--- src/pgm_pkg.sv ---
// power-good monitor: shared constants, register layout and carrier types
// assumes a 100 MHz system clock and an AXI4-Lite master with an 8-bit byte address
package pgm_pkg;
  // ==========================================================
  // sizes and timing
  localparam int NUM_RAILS      = 2;
  localparam int CLK_PERIOD_NS  = 10;
  localparam int T_DEBOUNCE_NS  = 6000;
  localparam int T_PERSIST_NS   = 20000;
  localparam int T_HOLDOFF_NS   = 800000;
  localparam int DEBOUNCE_CYC   = (T_DEBOUNCE_NS + CLK_PERIOD_NS - 1) / CLK_PERIOD_NS;
  localparam int PERSIST_CYC    = (T_PERSIST_NS + CLK_PERIOD_NS - 1) / CLK_PERIOD_NS;
  localparam int HOLDOFF_CYC    = (T_HOLDOFF_NS + CLK_PERIOD_NS - 1) / CLK_PERIOD_NS;
  // ==========================================================
  // register byte addresses and decode selectors
  localparam logic [7:0] ADDR_CTRL1  = 8'h00;
  localparam logic [7:0] ADDR_CTRL2  = 8'h04;
  localparam logic [7:0] ADDR_ILIM   = 8'h08;
  localparam logic [7:0] ADDR_INT    = 8'h0c;
  localparam logic [7:0] ADDR_FAULT  = 8'h10;
  localparam logic [7:0] ADDR_MASK   = 8'h14;
  localparam logic [7:0] ADDR_STAT   = 8'h18;
  localparam logic [2:0] SEL_CTRL1   = 3'h0;
  localparam logic [2:0] SEL_CTRL2   = 3'h1;
  localparam logic [2:0] SEL_ILIM    = 3'h2;
  localparam logic [2:0] SEL_INT     = 3'h3;
  localparam logic [2:0] SEL_FAULT   = 3'h4;
  localparam logic [2:0] SEL_MASK    = 3'h5;
  localparam logic [2:0] SEL_STAT    = 3'h6;
  localparam logic [2:0] SEL_NONE    = 3'h7;
  // ==========================================================
  // field positions
  localparam int CTRL1_MON_LSB   = 0;
  localparam int CTRL1_WIN_LSB   = 2;
  localparam int CTRL1_POL_BIT   = 4;
  localparam int CTRL1_OD_BIT    = 5;
  localparam int CTRL2_TWSEL_BIT = 0;
  localparam int CTRL2_FHOLD_BIT = 1;
  localparam int CTRL2_MODE_BIT  = 2;
  localparam int CTRL2_TWLVL_BIT = 3;
  localparam int ILIM_STRIDE     = 4;
  localparam int INT_ILIM_LSB    = 0;
  localparam int INT_TW_BIT      = 2;
  localparam int INT_OVP_BIT     = 3;
  localparam int INT_SD_BIT      = 4;
  localparam int STAT_ILIM_LSB   = 0;
  localparam int STAT_TW_BIT     = 2;
  localparam int STAT_PG_BIT     = 3;
  localparam int STAT_OVP_BIT    = 4;
  localparam int STAT_SD_BIT     = 5;
  // ==========================================================
  // reset values and writable masks
  localparam logic [7:0] CTRL1_RST   = 8'h13;
  localparam logic [7:0] CTRL2_RST   = 8'h00;
  localparam logic [7:0] ILIM_RST    = 8'h33;
  localparam logic [7:0] MASK_RST    = 8'h00;
  localparam logic [7:0] CTRL1_WMASK = 8'h3f;
  localparam logic [7:0] CTRL2_WMASK = 8'h0b;
  localparam logic [7:0] ILIM_WMASK  = 8'h77;
  localparam logic [7:0] MASK_WMASK  = 8'h07;
  localparam logic [1:0] RESP_OKAY   = 2'h0;
  localparam logic [1:0] RESP_SLVERR = 2'h2;
  // ==========================================================
  // types
  typedef enum logic { PG_GATED, PG_CONTINUOUS } pgm_mode_t;
  typedef enum logic { PH_OTP_LOAD, PH_RUN } pgm_phase_t;
  typedef struct packed {
    logic        awvalid;
    logic [7:0]  awaddr;
    logic        wvalid;
    logic [31:0] wdata;
    logic [3:0]  wstrb;
    logic        bready;
    logic        arvalid;
    logic [7:0]  araddr;
    logic        rready;
  } pgm_axi_req_t;
  typedef struct packed {
    logic        awready;
    logic        wready;
    logic        bvalid;
    logic [1:0]  bresp;
    logic        arready;
    logic        rvalid;
    logic [31:0] rdata;
    logic [1:0]  rresp;
  } pgm_axi_rsp_t;
  typedef struct packed {
    logic ramping;
    logic ilim_active;
    logic ov_ok;
    logic uv_ok;
    logic enabled;
  } pgm_rail_in_t;
endpackage : pgm_pkg

--- src/pgm_filter.sv ---
// symmetric debounce: output follows input after COUNT stable cycles
// assumes the input is already in the system clock domain
module pgm_filter #(
  parameter int COUNT = 2,
  parameter bit INIT  = 1'b0
) (
  input  logic i_sys_clk,
  input  logic i_sys_rst,
  input  logic i_d,
  output logic o_q
);
  localparam int CW = $clog2(COUNT + 1);

  typedef struct packed {
    logic [CW-1:0] cnt;
    logic          q;
  } pgm_filt_state_t;

  pgm_filt_state_t st_ff;
  pgm_filt_state_t nxt_st;

  always_comb begin
    nxt_st = st_ff;
    if (i_d == st_ff.q) begin
      nxt_st.cnt = '0;
    end else if (st_ff.cnt == CW'(COUNT - 1)) begin
      nxt_st.q   = i_d;
      nxt_st.cnt = '0;
    end else begin
      nxt_st.cnt = st_ff.cnt + CW'(1);
    end
  end

  always_ff @(posedge i_sys_clk or posedge i_sys_rst) begin
    if (i_sys_rst) begin
      st_ff <= '{cnt: '0, q: INIT};
    end else begin
      st_ff <= nxt_st;
    end
  end

  assign o_q = st_ff.q;
endmodule : pgm_filter

--- src/pgm_sync.sv ---
// three-stage input synchroniser; output moves once stages two and three agree
// assumes inputs are asynchronous levels from pins or analog comparators
module pgm_sync #(
  parameter int WIDTH = 1
) (
  input  logic             i_sys_clk,
  input  logic             i_sys_rst,
  input  logic [WIDTH-1:0] i_async,
  output logic [WIDTH-1:0] o_sync
);
  typedef struct packed {
    logic [WIDTH-1:0] s1;
    logic [WIDTH-1:0] s2;
    logic [WIDTH-1:0] s3;
    logic [WIDTH-1:0] q;
  } pgm_sync_state_t;

  pgm_sync_state_t st_ff;
  pgm_sync_state_t nxt_st;

  always_comb begin
    nxt_st    = st_ff;
    nxt_st.s1 = i_async;
    nxt_st.s2 = st_ff.s1;
    nxt_st.s3 = st_ff.s2;
    // s1 is only read by s2; disagreeing bits keep their last value
    nxt_st.q  = (~(st_ff.s2 ^ st_ff.s3) & st_ff.s2) | ((st_ff.s2 ^ st_ff.s3) & st_ff.q);
  end

  always_ff @(posedge i_sys_clk or posedge i_sys_rst) begin
    if (i_sys_rst) begin
      st_ff <= '0;
    end else begin
      st_ff <= nxt_st;
    end
  end

  assign o_sync = st_ff.q;
endmodule : pgm_sync

--- src/pgm_top.sv ---
// power-good, fault-latch and warning-interrupt monitor with AXI4-Lite registers
// assumes analog comparators and enable logic deliver asynchronous levels;
// i_sys_rst is the supply undervoltage reset
//
// Behaviour
// per-rail select bit lets rail voltage validity feed power-good; current limit never
// a disabled rail is excluded from the power-good combination automatically
// config bit adds thermal warning status as a power-good source
// power-good active only if all selected sources valid and no ovp/shutdown flag
// window bit 0 checks undervoltage only, 1 checks under- and overvoltage
// config bits choose pin polarity and push-pull or open-drain drive
// mode bit from one-time config: 0 gated, 1 continuous
// power-good goes active when the one-time config load finishes
// gated mode freezes power-good for 800 us after enable or voltage change
// gated mode latches rail faults; power-good stays low until fault cleared
// writing 1 clears ovp, shutdown and rail fault flags
// continuous mode drops power-good on enable, then tracks regulation live
// continuous mode keeps fault flags latched; ovp/shutdown flags hold output low
// continuous mode drives power-good low while a rail is ramping
// continuous mode restores power-good by itself unless fault hold is on
// fault hold bit keeps power-good low while any fault flag pends
// three-bit peak current limit setting per rail
// current limit lasting 20 us sets its flag and pulls the irq line low
// live current-limit status readable; flag cleared by writing 1
// current-limit mask bit 1 keeps that event off the irq line
// config bit picks which thermal warning threshold is used
// thermal warning sets flag, live status, irq; write 1 clears; maskable
// power-good status bit reads 1 when valid, whatever the pin polarity
// power-good sources debounced 6 us on both edges; the thermal warning source goes through the 20 us filter instead
// irq line low while any unmasked flag is set
//
// Local design decisions: the AXI4-Lite register port and the address map.
module pgm_top
  import pgm_pkg::*;
#(
  parameter int HOLDOFF_CYC_P = HOLDOFF_CYC
) (
  input  logic                          i_sys_clk,
  input  logic                          i_sys_rst,
  input  pgm_axi_req_t                  i_axi,
  output pgm_axi_rsp_t                  o_axi,
  input  pgm_rail_in_t [NUM_RAILS-1:0]  i_rail,
  input  logic                          i_twarn_lo,
  input  logic                          i_twarn_hi,
  input  logic                          i_tsd_det,
  input  logic                          i_ovp_det,
  input  logic                          i_otp_done,
  input  logic                          i_otp_mode,
  output logic [3*NUM_RAILS-1:0]        o_ilim_setting,
  output logic                          o_pg_pin_o,
  output logic                          o_pg_pin_oe,
  output logic                          o_irq_line_n
);
  localparam int HW = $clog2(HOLDOFF_CYC_P + 1);
  localparam int SW = 6 + NUM_RAILS * $bits(pgm_rail_in_t);

  // ==========================================================
  // state
  typedef struct packed {
    pgm_phase_t           phase;
    pgm_mode_t            mode;
    logic [7:0]           ctrl1;
    logic [7:0]           ctrl2;
    logic [7:0]           ilim;
    logic [7:0]           mask;
    logic [NUM_RAILS-1:0] cl_flag;
    logic                 tw_flag;
    logic                 ovp_flag;
    logic                 sd_flag;
    logic [NUM_RAILS-1:0] fault;
    logic [NUM_RAILS-1:0] en_prev;
    logic [NUM_RAILS-1:0] ramp_prev;
    logic [HW-1:0]        hold;
    logic                 pg;
    logic                 pin_o;
    logic                 pin_oe;
    logic                 irq_n;
    logic                 aw_got;
    logic                 w_got;
    logic [7:0]           awaddr;
    logic [7:0]           wdata;
    logic                 wstrb0;
    pgm_axi_rsp_t         rsp;
  } pgm_top_state_t;

  pgm_top_state_t st_ff;
  pgm_top_state_t nxt_st;

  function automatic logic [2:0] reg_sel(input logic [7:0] a);
    logic [2:0] s;
    s = SEL_NONE;
    if (a[7:2] == ADDR_CTRL1[7:2]) begin
      s = SEL_CTRL1;
    end else if (a[7:2] == ADDR_CTRL2[7:2]) begin
      s = SEL_CTRL2;
    end else if (a[7:2] == ADDR_ILIM[7:2]) begin
      s = SEL_ILIM;
    end else if (a[7:2] == ADDR_INT[7:2]) begin
      s = SEL_INT;
    end else if (a[7:2] == ADDR_FAULT[7:2]) begin
      s = SEL_FAULT;
    end else if (a[7:2] == ADDR_MASK[7:2]) begin
      s = SEL_MASK;
    end else if (a[7:2] == ADDR_STAT[7:2]) begin
      s = SEL_STAT;
    end
    return s;
  endfunction : reg_sel

  // ==========================================================
  // input conditioning
  logic [SW-1:0]                sync_out;
  pgm_rail_in_t [NUM_RAILS-1:0] rail_s;
  logic                         otp_mode_s;
  logic                         otp_done_s;
  logic                         ovp_s;
  logic                         tsd_s;
  logic                         twhi_s;
  logic                         twlo_s;
  logic                         tw_raw;
  logic                         tw_f;
  logic                         sd_f;
  logic [NUM_RAILS-1:0]         rail_ok_raw;
  logic [NUM_RAILS-1:0]         rail_ok;
  logic [NUM_RAILS-1:0]         ilim_f;

  pgm_sync #(
    .WIDTH (SW)
  ) u_sync (
    .i_sys_clk (i_sys_clk),
    .i_sys_rst (i_sys_rst),
    .i_async   ({i_otp_mode, i_otp_done, i_ovp_det, i_tsd_det, i_twarn_hi, i_twarn_lo, i_rail}),
    .o_sync    (sync_out)
  );

  assign {otp_mode_s, otp_done_s, ovp_s, tsd_s, twhi_s, twlo_s, rail_s} = sync_out;
  assign tw_raw = st_ff.ctrl2[CTRL2_TWLVL_BIT] ? twhi_s : twlo_s;

  // warning and shutdown levels each pass their own 20 us filter
  pgm_filter #(
    .COUNT (PERSIST_CYC)
  ) u_tw_filt (
    .i_sys_clk (i_sys_clk),
    .i_sys_rst (i_sys_rst),
    .i_d       (tw_raw),
    .o_q       (tw_f)
  );

  pgm_filter #(
    .COUNT (PERSIST_CYC)
  ) u_sd_filt (
    .i_sys_clk (i_sys_clk),
    .i_sys_rst (i_sys_rst),
    .i_d       (tsd_s),
    .o_q       (sd_f)
  );

  for (genvar g = 0; g < NUM_RAILS; g++) begin : g_rail
    // disabled rail reads invalid; masking is done by the monitor term below
    assign rail_ok_raw[g] = rail_s[g].enabled & rail_s[g].uv_ok &
                            (~st_ff.ctrl1[CTRL1_WIN_LSB + g] | rail_s[g].ov_ok);
    pgm_filter #(
      .COUNT (DEBOUNCE_CYC)
    ) u_ok_filt (
      .i_sys_clk (i_sys_clk),
      .i_sys_rst (i_sys_rst),
      .i_d       (rail_ok_raw[g]),
      .o_q       (rail_ok[g])
    );
    pgm_filter #(
      .COUNT (PERSIST_CYC)
    ) u_ilim_filt (
      .i_sys_clk (i_sys_clk),
      .i_sys_rst (i_sys_rst),
      .i_d       (rail_s[g].ilim_active),
      .o_q       (ilim_f[g])
    );
    assign o_ilim_setting[3*g +: 3] = st_ff.ilim[ILIM_STRIDE*g +: 3];
  end

  // ==========================================================
  // monitor terms
  logic [NUM_RAILS-1:0] monitored;
  logic [NUM_RAILS-1:0] bad;
  logic [NUM_RAILS-1:0] ramp_mon;
  logic [NUM_RAILS-1:0] en_rise;
  logic [NUM_RAILS-1:0] ramp_rise;
  logic [NUM_RAILS-1:0] en_now;
  logic [NUM_RAILS-1:0] ramp_now;
  logic                 src_ok;
  logic [4:0]           pend;

  always_comb begin
    for (int i = 0; i < NUM_RAILS; i++) begin
      en_now[i]   = rail_s[i].enabled;
      ramp_now[i] = rail_s[i].ramping;
    end
  end

  assign monitored = st_ff.ctrl1[CTRL1_MON_LSB +: NUM_RAILS] & en_now;
  assign bad       = monitored & ~rail_ok;
  assign ramp_mon  = monitored & ramp_now;
  assign en_rise   = en_now & ~st_ff.en_prev;
  assign ramp_rise = ramp_now & ~st_ff.ramp_prev;
  assign src_ok    = ~|bad & ~(st_ff.ctrl2[CTRL2_TWSEL_BIT] & tw_f)
                     & ~st_ff.ovp_flag & ~st_ff.sd_flag;
  assign pend      = {st_ff.cl_flag & ~st_ff.mask[INT_ILIM_LSB +: NUM_RAILS],
                      st_ff.tw_flag & ~st_ff.mask[INT_TW_BIT], st_ff.ovp_flag, st_ff.sd_flag};

  // ==========================================================
  // bus handshakes
  logic       aw_fire;
  logic       w_fire;
  logic       ar_fire;
  logic       do_wr;
  logic [2:0] wr_sel;
  logic [2:0] rd_sel;
  logic [7:0] rd_byte;
  logic [7:0] clr_int;
  logic [7:0] clr_fault;
  logic [NUM_RAILS-1:0] fault_set;

  assign aw_fire = i_axi.awvalid & st_ff.rsp.awready;
  assign w_fire  = i_axi.wvalid & st_ff.rsp.wready;
  assign ar_fire = i_axi.arvalid & st_ff.rsp.arready;
  assign do_wr   = st_ff.aw_got & st_ff.w_got & ~st_ff.rsp.bvalid;
  assign wr_sel  = reg_sel(st_ff.awaddr);
  assign rd_sel  = reg_sel(i_axi.araddr);
  assign clr_int   = (do_wr && wr_sel == SEL_INT && st_ff.wstrb0) ? st_ff.wdata : 8'h00;
  assign clr_fault = (do_wr && wr_sel == SEL_FAULT && st_ff.wstrb0) ? st_ff.wdata : 8'h00;

  always_comb begin
    rd_byte = 8'h00;
    if (rd_sel == SEL_CTRL1) begin
      rd_byte = st_ff.ctrl1;
    end else if (rd_sel == SEL_CTRL2) begin
      rd_byte = st_ff.ctrl2;
      rd_byte[CTRL2_MODE_BIT] = (st_ff.mode == PG_CONTINUOUS);
    end else if (rd_sel == SEL_ILIM) begin
      rd_byte = st_ff.ilim;
    end else if (rd_sel == SEL_INT) begin
      rd_byte[INT_ILIM_LSB +: NUM_RAILS] = st_ff.cl_flag;
      rd_byte[INT_TW_BIT]  = st_ff.tw_flag;
      rd_byte[INT_OVP_BIT] = st_ff.ovp_flag;
      rd_byte[INT_SD_BIT]  = st_ff.sd_flag;
    end else if (rd_sel == SEL_FAULT) begin
      rd_byte[NUM_RAILS-1:0] = st_ff.fault;
    end else if (rd_sel == SEL_MASK) begin
      rd_byte = st_ff.mask;
    end else if (rd_sel == SEL_STAT) begin
      rd_byte[STAT_ILIM_LSB +: NUM_RAILS] = ilim_f;
      rd_byte[STAT_TW_BIT]  = tw_f;
      rd_byte[STAT_PG_BIT]  = st_ff.pg;
      rd_byte[STAT_OVP_BIT] = ovp_s;
      rd_byte[STAT_SD_BIT]  = sd_f;
    end
  end

  // ==========================================================
  // next state
  always_comb begin
    nxt_st    = st_ff;
    fault_set = '0;
    // write channel: address and data accepted in either order
    if (aw_fire) begin
      nxt_st.aw_got = 1'b1;
      nxt_st.awaddr = i_axi.awaddr;
    end
    if (w_fire) begin
      nxt_st.w_got  = 1'b1;
      nxt_st.wdata  = i_axi.wdata[7:0];
      nxt_st.wstrb0 = i_axi.wstrb[0];
    end
    if (st_ff.rsp.bvalid && i_axi.bready) begin
      nxt_st.rsp.bvalid = 1'b0;
    end
    if (do_wr) begin
      nxt_st.aw_got     = 1'b0;
      nxt_st.w_got      = 1'b0;
      nxt_st.rsp.bvalid = 1'b1;
      nxt_st.rsp.bresp  = (wr_sel == SEL_NONE) ? RESP_SLVERR : RESP_OKAY;
      if (st_ff.wstrb0) begin
        if (wr_sel == SEL_CTRL1) begin
          nxt_st.ctrl1 = st_ff.wdata & CTRL1_WMASK;
        end else if (wr_sel == SEL_CTRL2) begin
          nxt_st.ctrl2 = st_ff.wdata & CTRL2_WMASK;
        end else if (wr_sel == SEL_ILIM) begin
          nxt_st.ilim = st_ff.wdata & ILIM_WMASK;
        end else if (wr_sel == SEL_MASK) begin
          nxt_st.mask = st_ff.wdata & MASK_WMASK;
        end
      end
    end
    nxt_st.rsp.awready = ~nxt_st.aw_got & ~nxt_st.rsp.bvalid;
    nxt_st.rsp.wready  = ~nxt_st.w_got & ~nxt_st.rsp.bvalid;
    // read channel
    if (st_ff.rsp.rvalid && i_axi.rready) begin
      nxt_st.rsp.rvalid = 1'b0;
    end
    if (ar_fire) begin
      nxt_st.rsp.rvalid = 1'b1;
      nxt_st.rsp.rdata  = {24'h000000, rd_byte};
      nxt_st.rsp.rresp  = (rd_sel == SEL_NONE) ? RESP_SLVERR : RESP_OKAY;
    end
    nxt_st.rsp.arready = ~nxt_st.rsp.rvalid;

    // power-good sequencing
    nxt_st.en_prev   = en_now;
    nxt_st.ramp_prev = ramp_now;
    case (st_ff.phase)
      PH_OTP_LOAD: begin
        nxt_st.pg = 1'b0;
        if (otp_done_s) begin
          nxt_st.phase = PH_RUN;
          nxt_st.mode  = otp_mode_s ? PG_CONTINUOUS : PG_GATED;
          nxt_st.pg    = 1'b1;
          nxt_st.hold  = HW'(HOLDOFF_CYC_P);
        end
      end
      PH_RUN: begin
        if (st_ff.mode == PG_GATED) begin
          if (|en_rise || |ramp_rise) begin
            nxt_st.hold = HW'(HOLDOFF_CYC_P);
          end else if (st_ff.hold != '0) begin
            nxt_st.hold = st_ff.hold - HW'(1);
          end
          // frozen while the hold-off runs, judged only once it expires
          if (st_ff.hold == '0) begin
            fault_set = bad;
            nxt_st.pg = src_ok & ~|st_ff.fault;
          end
        end else begin
          fault_set = bad & ~ramp_mon;
          nxt_st.pg = src_ok & ~|ramp_mon
                      & ~(st_ff.ctrl2[CTRL2_FHOLD_BIT] & |st_ff.fault);
        end
      end
      default: begin
        nxt_st.phase = PH_OTP_LOAD;
      end
    endcase

    // sticky flags: a set in the clearing cycle wins
    nxt_st.fault    = (st_ff.fault & ~clr_fault[NUM_RAILS-1:0]) | fault_set;
    nxt_st.cl_flag  = (st_ff.cl_flag & ~clr_int[INT_ILIM_LSB +: NUM_RAILS]) | ilim_f;
    nxt_st.tw_flag  = (st_ff.tw_flag & ~clr_int[INT_TW_BIT]) | tw_f;
    nxt_st.ovp_flag = (st_ff.ovp_flag & ~clr_int[INT_OVP_BIT]) | ovp_s;
    nxt_st.sd_flag  = (st_ff.sd_flag & ~clr_int[INT_SD_BIT]) | sd_f;
    nxt_st.irq_n    = ~|pend;

    // pin level and drive type
    if (st_ff.ctrl1[CTRL1_OD_BIT]) begin
      nxt_st.pin_o  = 1'b0;
      nxt_st.pin_oe = ~(st_ff.ctrl1[CTRL1_POL_BIT] ~^ st_ff.pg);
    end else begin
      nxt_st.pin_o  = st_ff.ctrl1[CTRL1_POL_BIT] ~^ st_ff.pg;
      nxt_st.pin_oe = 1'b1;
    end
  end

  always_ff @(posedge i_sys_clk or posedge i_sys_rst) begin
    if (i_sys_rst) begin
      st_ff             <= '0;
      st_ff.phase       <= PH_OTP_LOAD;
      st_ff.mode        <= PG_GATED;
      st_ff.ctrl1       <= CTRL1_RST;
      st_ff.ctrl2       <= CTRL2_RST;
      st_ff.ilim        <= ILIM_RST;
      st_ff.mask        <= MASK_RST;
      st_ff.pin_oe      <= 1'b1;
      st_ff.irq_n       <= 1'b1;
      st_ff.rsp.awready <= 1'b1;
      st_ff.rsp.wready  <= 1'b1;
      st_ff.rsp.arready <= 1'b1;
    end else begin
      st_ff <= nxt_st;
    end
  end

  assign o_axi        = st_ff.rsp;
  assign o_pg_pin_o   = st_ff.pin_o;
  assign o_pg_pin_oe  = st_ff.pin_oe;
  assign o_irq_line_n = st_ff.irq_n;
endmodule : pgm_top

--- config.mk ---
export PLATFORM = sky130hd
export DESIGN_NAME = pgm_top
export DESIGN_NICKNAME = d
export VERILOG_FILES = /design/src/pgm_pkg.sv /design/src/pgm_filter.sv /design/src/pgm_sync.sv /design/src/pgm_top.sv
export SDC_FILE = /design/constraint.sdc
export NUM_CORES = 1
export LEC_CHECK = 0
export ABC_CLOCK_PERIOD_IN_PS = 6770
export CAP_MARGIN = 40
export CORE_AREA = 2 2 103 155
export DETAILED_ROUTE_END_ITERATION = 10
export DIE_AREA = 0 0 105 157
export DONT_BUFFER_PORTS = 1
export PLACE_DENSITY_LB_ADDON = 0.25
export SKIP_LAST_GASP = 1
export SLEW_MARGIN = 20
export SYNTH_ARGS = -nofsm -noshare
export SYNTH_HDL_FRONTEND = slang
export SYNTH_HIERARCHICAL = 1
export SYNTH_SLANG_ARGS = --single-unit
--- constraint.sdc ---
create_clock -name i_sys_clk -period 6.77 [get_ports i_sys_clk]
set_clock_uncertainty 0.15 [all_clocks]
set_input_delay 1.0155 -clock i_sys_clk [delete_from_list [all_inputs] [get_ports i_sys_clk]]
set_output_delay 1.0155 -clock i_sys_clk [all_outputs]
set_load 0.01 [all_outputs]
Word level (Yosys, flattened, before mapping)
Index checks and enable logic that the tools add are counted.
{"block": "classes", "addsub": 7, "n_eq_ne": 41, "n_mux": 61, "n_bitwise": 78, "n_reduce_logical": 35}
{"operator": "$mux W11", "count": 8}
{"operator": "$mux W17", "count": 3}
{"operator": "$add A11 B1 Y11 const B", "count": 4}
{"operator": "$eq A11 B11 Y1 const B", "count": 4}
{"operator": "$mux W10", "count": 4}
{"operator": "$eq A6 B3 Y1 const B", "count": 6}
{"operator": "$pmux W18 S2", "count": 1}
{"operator": "$mux W35", "count": 1}
{"operator": "$and A16 B16 Y16", "count": 2}
{"operator": "$mux W2", "count": 15}
{"operator": "$mux W3", "count": 10}
{"operator": "$not A1 Y1", "count": 26}
{"operator": "$eq A6 B2 Y1 const B", "count": 4}
{"operator": "$mux W8", "count": 3}
{"operator": "$and A1 B1 Y1", "count": 23}
{"operator": "$eq A3 B3 Y1 const B", "count": 7}
{"operator": "$add A10 B1 Y10 const B", "count": 2}
{"operator": "$eq A10 B10 Y1 const B", "count": 2}
{"operator": "$and A2 B2 Y2", "count": 9}
{"operator": "$mux W18", "count": 1}
{"operator": "$logic_not A17 Y1", "count": 1}
{"operator": "$reduce_bool A17 Y1", "count": 1}
{"operator": "$sub A17 B1 Y17 const B", "count": 1}
{"operator": "$not A16 Y16", "count": 1}
{"operator": "30 further kinds", "count": 83}
{"block": "totals", "regBits": 221, "inputBits": 75, "output_inout_bits": 50, "elab_cells": 269}

Logic depth before layout (Yosys ltp)
Gate-level depths: netlist (run 1).
{"block": "logic_depth", "depth_word": 18, "ltp_mapped": 7, "ltp_nobuf": 7}

Modules after synthesis
The synthesis (run 1) kept the hierarchy.
{"module": "pgm_top", "n_inst": 1, "cells_each": 403, "area_each_um2": 4240.3, "seq_area_each_um2": 2067.0}
{"module": "pgm_filter (g_rail[0].u_ilim_filt ...)", "n_inst": 4, "cells_each": 57, "area_each_um2": 588.1, "seq_area_each_um2": 300.3}
{"module": "pgm_sync", "n_inst": 1, "cells_each": 97, "area_each_um2": 1905.6, "seq_area_each_um2": 1601.5}
{"module": "pgm_filter (g_rail[0].u_ok_filt ...)", "n_inst": 2, "cells_each": 57, "area_each_um2": 571.8, "seq_area_each_um2": 275.3}

Least setup slack after synthesis (run 1)
Ideal clock, no wire load.
{"block": "synth_timing", "path_kind": "input to register", "from": "in i_axi[4] in the netlist's numbering", "to": "reg st_ff (netlist bit o_axi[5])", "setup_ns": 0.083, "t_arrival_ns": 2.024, "required_time_ns": 6.537, "path_slack_ns": 4.513, "cell_stages": 7, "path_buffers": 2, "cell_sequence": "buf_2 clkbuf_1 nand3_1 o21a_1 o22ai_1 o211ai_1 o21ai_0"}
{"block": "synth_via", "elab_chain_len": 16, "word_cells_on_any_way": 28, "cone_classes": "12 x eq/ne; 14 x mux; 2 x reduce/logical"}
{"element": "start: declaration", "line": "pgm_top.sv:40", "source": "input pgm_axi_req_t i_axi,"}
{"element": "$eq A6 B3 Y1", "line": "pgm_top.sv:104", "source": "end else if (a[7:2] == ADDR_STAT[7:2]) begin"}
{"element": "$mux W1", "line": "pgm_top.sv:104"}
{"element": "$mux W2", "line": "pgm_top.sv:102", "source": "end else if (a[7:2] == ADDR_MASK[7:2]) begin"}
{"element": "$mux W2", "line": "pgm_top.sv:100", "source": "end else if (a[7:2] == ADDR_FAULT[7:2]) begin"}
{"element": "$mux W3", "line": "pgm_top.sv:98", "source": "end else if (a[7:2] == ADDR_INT[7:2]) begin"}
{"element": "$mux W3", "line": "pgm_top.sv:96", "source": "end else if (a[7:2] == ADDR_ILIM[7:2]) begin"}
{"element": "$mux W3", "line": "pgm_top.sv:94", "source": "end else if (a[7:2] == ADDR_CTRL2[7:2]) begin"}
{"element": "$mux W3 *", "line": "pgm_top.sv:92", "source": "if (a[7:2] == ADDR_CTRL1[7:2]) begin"}
{"element": "$eq A3 B3 Y1", "line": "pgm_top.sv:250", "source": "end else if (rd_sel == SEL_STAT) begin"}
{"element": "$mux W6", "line": "pgm_top.sv:250"}
{"element": "$mux W6", "line": "pgm_top.sv:248", "source": "end else if (rd_sel == SEL_MASK) begin"}
{"element": "$mux W4", "line": "pgm_top.sv:246", "source": "end else if (rd_sel == SEL_FAULT) begin"}
{"element": "$mux W5", "line": "pgm_top.sv:241", "source": "end else if (rd_sel == SEL_INT) begin"}
{"element": "$mux W8", "line": "pgm_top.sv:239", "source": "end else if (rd_sel == SEL_ILIM) begin"}
{"element": "$mux W8", "line": "pgm_top.sv:236", "source": "end else if (rd_sel == SEL_CTRL2) begin"}
{"element": "$mux W8 *", "line": "pgm_top.sv:234", "source": "if (rd_sel == SEL_CTRL1) begin"}
{"element": "end signal: assignment", "line": "pgm_top.sv:376", "source": "st_ff <= nxt_st;"}
{"element": "end: declaration", "line": "pgm_top.sv:86", "source": "pgm_top_state_t st_ff;"}
Every way passes the cells marked *; elsewhere a longest branch is shown, timed or not.
A chain may end at the register's enable or synchronous reset.

==> results of run 1 <==
-- metrics by stage --
stage          hold slack [ns]  std cells
6_report                 0.198       1027
5_1_grt                  0.207       1026
4_1_cts                  0.200       1026
3_5_place_dp             0.186        991
3_3_place_gp             0.182        991
2_1_floorplan            0.181        868
-- sequential cells by signal, indices dropped and copies added (netlist names), 6 cells and up, named ones only --
name and cells:
g_rail.u_ok_filt/st_ff 20, u_sd_filt/st_ff 11, g_rail.u_ilim_filt/st_ff 22, st_ff 57
u_sync/nxt_st 32, u_sync/st_ff 16, o_axi 14, o_ilim_setting 6
u_tw_filt/st_ff 11
-- layout make-up --
cell class | instances | area [um^2]
multi-input cells | 543 | 3660
clock inverters | 6 | 155
diodes | 1 | 2.50
flip-flops and latches | 216 | 5420
clock buffers | 29 | 606
fillers | 1104 | 4780
well taps | 199 | 249
inverters | 31 | 118
repair buffers | 2 | 15.0
-- worst paths after layout --
path                       slack, ns                          end
min                             0.20  u_sync/nxt_st[21]$_DFF_PP0_
min in group asynchronous       0.26          st_ff[89]$_DFF_PP0_
min reg2reg                     0.20  u_sync/nxt_st[21]$_DFF_PP0_
max in group asynchronous       5.16        st_ff[57]$_DFFE_PP0P_
max reg2reg                     4.53          st_ff[86]$_DFF_PP0_
max                             4.53          st_ff[86]$_DFF_PP0_
-- cell usage in the layout (no fill, tap or decap), drive strengths merged, types with 8 or more instances in the layout --
cell type	instances
o21ai	26
a31oi	15
clkbuf	29
or3	21
mux2	38
and3	9
inv	30
nor4	10
nand4	15
xnor2	19
nor2b	8
nor2	71
nor3	9
a21oi	29
dfrtp	204
nand2	58
dfstp	12
xor2	33
maj3	16
conb	27
nand3	48
-- power by group through the flow --
stage,clock network (mW),logic [mW],registers [mW]
CTS,1.29,0.455,1.68
floorplan,0,0.464,1.62
global placement,0,0.427,1.69
detailed placement,0,0.449,1.70
finish,1.27,0.450,1.68
global route,1.35,0.507,1.71
-- critical path: stages (launching register included) --
cell,delay [ns]
dfrtp_1,0.39
inv_1,0.09
ha_1,0.28
nor4b_1,0.35
and4_4,0.33
o21ai_1,0.10
a2111oi_2,0.35
a21o_1,0.13
-- routing by layer --
layer	GRT usage	up-vias	wire length [um]
met5	0	-	0
met4	0.0679	0	512
met3	0.0327	45	787
met2	0.418	171	9690
met1	0.277	3042	7110
li1	-	2800	-
-- kinds of logic (layout without fill, tap and decap cells) --
group           after synthesis  in the layout  synth area share
compound gates              112            112            0.0807
xor+xnor                     52             52            0.0472
fa+ha+maj                    23             23            0.0278
buf+inv                     109             68            0.0683
flops                       216            216             0.562
mux                          45             45            0.0516
other cells                   1             28          0.000389
simple gates                284            284             0.162
==> metrics.md, run 1 <==
| Metric | Value |
|---|---|
| Arrival time worst endpoint | 2.51 ns |
| Power per cell area | 332 nW/um^2 |
| Clk network pwr share | 0.373 |
| Seq pwr share | 0.494 |
| Top-area cell type share of the netlist area | 0.529 |
| Switching portion of total power | 0.262 |
| CTS Buf Count | 21 |
| Data required time at the worst endpoint | 7.04 ns |
| Total track usage | 0.227 |
| Routability cong. | 0.896 |
| Layout Utilization | 0.682 |
| # IOs | 125 |
| Number of global-route vias before repair | 6218 |
| Design area | 10200 um^2 |
| Count of pins over their slew limit | 0 |
| Initial antenna violation count | 1 |
| Asr flop ratio synth | 1.00 |
| Total Power | 3.40 mW |
| Area growth, synth to finish | 6.06% |
| Place WS | 4.43 ns |
| DRT antenna net count | 0 |
| Postcts setup bufs | 0 |
| CTS HTree Levels | 1 |
| Rel. slew slack | 0.522 |
| Beginning of the critical path | st_ff[64]$_DFFE_PP0P_ |
| Sink Count | 216 |
| # DRC | 0 |
| DP Wirelength | 12800 um |
| Total congestion overflow | 0 |
| RR Startpoint | st_ff[64]$_DFFE_PP0P_ |
| Clock Root Buffer | clkbuf_16 |
| Die area | 16500 um^2 |
| Cell Area, Synth | 9640 um^2 |
| Slew @ Worst Pin | 0.712 ns |
| Internal Pwr Total | 2.51 mW |
| Hold path depth | 0 |
| Cts repair resizes | 0 |
| DR vias | 6058 |
| Clk pin slew, worst setup/hold paths | 0.06 ns |
| CP Max Fanout | 7 |
| Switching power | 891 uW |
| Crit path setup slack, layout | 4.53 ns |
| Register area share after synthesis | 0.562 |
| Commonest cells in the netlist | dfrtp_1 (204), nor2_1 (67), buf_4 (65) |
| Final min period | 2.24 ns |
| First-pass GRT wire length | 30600 um |
| Initial core utilization | 0.643 |
| Cts hold-fix bufs | 0 |
| Leakage | 4.37 nW |
| Achievable Freq | 446 MHz |
| CTS tree | built |
| I/O Buffers | 0 |
| Top-count cell post-synth | dfrtp_1 |
| Final TNS setup | 0 ns |
| Detailed Routing Iterations Pass 1 | 6 |
| Top cell type by total area after synthesis | dfrtp_1 |
| Post-DR wirelength/cell | 17.6 um |
| Initial drt markers | 336 |
| Number of flops mapped to enable cells by yosys | 0 |
| Largest cells by area after synthesis | dfrtp_1 (53%), buf_4 (5.1%), mux2_2 (3.7%) |
| Core footprint | 15000 um^2 |
| Post-DP Area | 9460 um^2 |
| Final hold vios | 0 |
| Peak supply drop | 0.232 mV |
| Synth cell types | 66 |
| Hold Crit Start | u_sync/nxt_st[37]$_DFF_PP0_ |
| Synth Area per Inst | 11.5 um^2 |
| Largest net degree at the start of global routing | 57 |
| Routed vias/inst | 5.90 |
| Clk buf depth | 3 |
| Outcome | complete, no violations |
| HP Class | reg -> reg |
| Rows | 55 |
| RSZ-0062 raised after global routing | false |
| Crit. End Element | flop |
| Share of layout cells above drive strength 1 | 0.163 |
| Reg2reg path depth | 7 |
| Die Wd | 105 um |
| Power share of the combinational group | 0.132 |
| Clk_lat worst skew | 0.49 ns |
| Setup CP Type | reg -> reg |
| Max Cap Viol | 0 |
| Die height | 157 um |
| FF+latch count, synth | 216 |
| Primary FF master, synth | dfrtp_1 |
| Final period util | 0.331 |
| Gate Count Post-Synth | 842 |
| CP Launch Type | flop |
| # setup viols final | 0 |
| Nets | 897 |
| DRT Wirelength | 18100 um |
| Ys Warns | 6 |
No activity file was read; power rests on OpenSTA's default activity.
==> inputs of run 2 (changes only) <==
- ABC_CLOCK_PERIOD_IN_PS: 6770 -> 1800
- CORE_AREA: 2 2 103 155 -> 2 2 110 165
- DIE_AREA: 0 0 105 157 -> 0 0 112 167
- clock period: 6.77 -> 1.8 ns (I/O delays scaled with it)
==> run 2 against run 1 <==
Net effect:
- the run now ends with negative hold slack, negative setup slack left
- non-clock buffer count increased by 134
- flip-flop and latch count stayed put
- design area increased by 15%
- critical path type unchanged
==> metrics.md, run 2 (synthesized netlist as in run 1, its figures left out) <==
| Metric | Value |
|---|---|
| Outcome | finished, violations left (was complete, no violations) |
| Failing checks | negative hold slack, negative setup slack |
| # IOs | 125 (unchanged) |
| Power per cell area | 1170 nW/um^2 (was 332 nW/um^2) |
| Sink Count | 216 (unchanged) |
| Met2 WL post-DR | 11100 um (was 9690 um) |
| Post-DR wirelength/cell | 17.2 um (was 17.6 um) |
| Area growth, synth to finish | 21.6% (was 6.06%) |
| Clk pin slew, worst setup/hold paths | 0.07 ns (was 0.06 ns) |
| CP Launch Type | flop (unchanged) |
| Detailed Routing Iterations Pass 1 | 4 (was 6) |
| Max FFs per register | 57 (unchanged) |
| # DRC | 0 (unchanged) |
| DRT Wirelength | 20300 um (was 18100 um) |
| Initial core utilization | 0.558 (was 0.643) |
| Leakage | 5.03 nW (was 4.37 nW) |
| HP Class | in -> reg (was reg -> reg) |
| CTS Buf Count | 21 (unchanged) |
| Most common cell after layout, fill and taps aside | dfrtp_1 (unchanged) |
| CTS tree | built (unchanged) |
| Top sig layer | met4 (unchanged) |
| Data required time at the worst endpoint | 2.04 ns (was 7.04 ns) |
| R2R Setup Slk | -0.10 ns (was 4.53 ns) |
| Total congestion overflow | 0 (unchanged) |
| RR Endpoint | u_sd_filt/o_q$_DFFE_PP0P_ (was st_ff[86]$_DFF_PP0_) |
| Rows | 59 (was 55) |
| Core footprint | 17300 um^2 (was 15000 um^2) |
| Die Wd | 112 um (was 105 um) |
| Layout Utilization | 0.679 (was 0.682) |
| Rel. slew slack | 0.556 (was 0.522) |
| Routability cong. | 0.885 (was 0.896) |
| Final hold vios | 3 (was 0) |
| Final non-filler cell total | 1177 (was 1027) |
| M1 WL | 7620 um (was 7110 um) |
| Slew @ Worst Pin | 0.649 ns (was 0.712 ns) |
| Most frequent cells in the layout | dfrtp_1 (202), buf_4 (85), nand2_1 (56), nor2_1 (56), dlygate4sd3_1 (45) (was dfrtp_1 (204), nor2_1 (67), nand2_1 (57)) |
| # setup viols final | 39 (was 0) |
| Crit. End Element | flop (unchanged) |
| Cts hold-fix bufs | 46 (was 0) |
| DP Wirelength | 13500 um (was 12800 um) |
| Initial antenna violation count | 0 (was 1) |
| Die area | 18700 um^2 (was 16500 um^2) |
| Setup CP Type | reg -> reg (unchanged) |
| Clock Root Buffer | clkbuf_16 (unchanged) |
| # fillers | 1205 (was 1104) |
| DR vias | 6605 (was 6058) |
| Share of layout cells above drive strength 1 | 0.290 (was 0.163) |
| Clk buf depth | 3 (unchanged) |
| Hold slack | -0.0359 ns (was 0.198 ns) |
| Number of global-route vias before repair | 7119 (was 6218) |
| Initial drt markers | 318 (was 336) |
| Achievable Freq | 525 MHz (was 446 MHz) |
| Total track usage | 0.218 (was 0.227) |
| Crit path setup slack, layout | -0.105 ns (was 4.53 ns) |
| WHS Endpoint | o_axi[2]$_DFFE_PP0P_ (was u_sync/nxt_st[21]$_DFF_PP0_) |
| Arrival time worst endpoint | 2.14 ns (was 2.51 ns) |
| RR Startpoint | u_sd_filt/st_ff[1]$_DFF_PP0_ (was st_ff[64]$_DFFE_PP0P_) |
| Met3 WL | 926 um (was 787 um) |
| Count of pins over their slew limit | 0 (unchanged) |
| CTS HTree Levels | 1 (unchanged) |
| Peak supply drop | 1.12 mV (was 0.232 mV) |
| First-pass GRT wire length | 33700 um (was 30600 um) |
| Largest net degree at the start of global routing | 38 (was 57) |
| Routed vias/inst | 5.61 (was 5.90) |
| CP Max Fanout | 5 (was 7) |
| Placed Instances | 1077 (was 991) |
| I/O Buffers | 0 (unchanged) |
| Die height | 167 um (was 157 um) |
| Reg2reg path depth | 5 (was 7) |
| Max Cap Viol | 0 (unchanged) |
| Largest register by flop count | st_ff (unchanged) |
| Nets | 1031 (was 897) |
| # diodes | 0 (was 1) |
| Hold path depth | 4 (was 0) |
| DRT antenna net count | 0 (unchanged) |
| Hold Crit Start | i_axi[6] (was u_sync/nxt_st[37]$_DFF_PP0_) |
| Clk_lat worst skew | 0.50 ns (was 0.49 ns) |
| RSZ-0062 raised after global routing | true (was false) |
| Final min period | 1.90 ns (was 2.24 ns) |
| Final period util | 1.06 (was 0.331) |
==> run 2: per-layer routing <==
layer,global-route usage,vias up
li1,-,3061
met1,0.251,3323
met2,0.409,172
met3,0.0342,49
met4,0.0726,0
met5,0,-
==> run 2: cell type report <==
class                      count  area, um^2  share of cell area
timing repair buffer         136        1180               0.101
sequential                   216        5420               0.463
clock inverter                10         136              0.0116
inverter                      31         124              0.0106
multi-input combinational    543        4020               0.343
clock buffer                  28         572              0.0488
tap                          213         267              0.0227
==> run 2: worst max path at each step <==
stage / from / to / slack (ns) / depth (start not counted)
floorplan: g_rail[0].u_ilim_filt/st_ff[1]$_DFF_PP0_ / g_rail[0].u_ilim_filt/o_q$_DFFE_PP0P_ / -0.04 / 5
global placement: st_ff[65]$_DFFE_PP0P_ / st_ff[86]$_DFF_PP0_ / -0.08 / 7
detailed placement: st_ff[64]$_DFFE_PP0P_ / st_ff[69]$_DFFE_PP0P_ / -0.14 / 7
CTS: st_ff[64]$_DFFE_PP0P_ / st_ff[69]$_DFFE_PP0P_ / -0.10 / 7
global route: st_ff[64]$_DFFE_PP0P_ / st_ff[76]$_DFFE_PP0P_ / -0.18 / 7
finish: u_sd_filt/st_ff[1]$_DFF_PP0_ / u_sd_filt/o_q$_DFFE_PP0P_ / -0.10 / 5
==> run 2: timing repair <==
action,in CTS,in global routing
gates resized for setup,28,38
buffers inserted,6,12
pin swaps,14,53
endpoints found under the setup margin,42,92
endpoints found under the hold margin,252,2
==> run 2: through the flow <==
| stage | TNS, ns | cell area, um^2 | hold WS, ns | power, mW | setup slack, ns |
|---|---|---|---|---|---|
| finish | -1.78 | 11700 | -0.0359 | 13.7 | -0.105 |
| global route | -6.35 | 11700 | -0.0257 | 14.3 | -0.178 |
| CTS | -1.04 | 11500 | 0.00425 | 13.5 | -0.105 |
| detailed placement | -1.96 | 10200 | 0.0359 | 8.65 | -0.137 |
| global placement | -0.573 | 10200 | 0.0227 | 8.49 | -0.0757 |
| floorplan | -0.146 | 9830 | -0.0276 | 7.91 | -0.0365 |
==> run 2: worst max-delay path, cell delays in order, from the launching register on <==
cell and delay, ns:
dfrtp_1 0.38, ha_2 0.21, nand3_2 0.08, or4b_4 0.55, nor2_4 0.11, mux2_4 0.30
==> run 2: power breakdown <==
group	leakage, nW	internal, mW	switching [mW]
clock	0.338	2.68	1.83
combinational	1.98	1.54	1.31
sequential	2.71	5.59	0.709
total	5.03	9.80	3.85
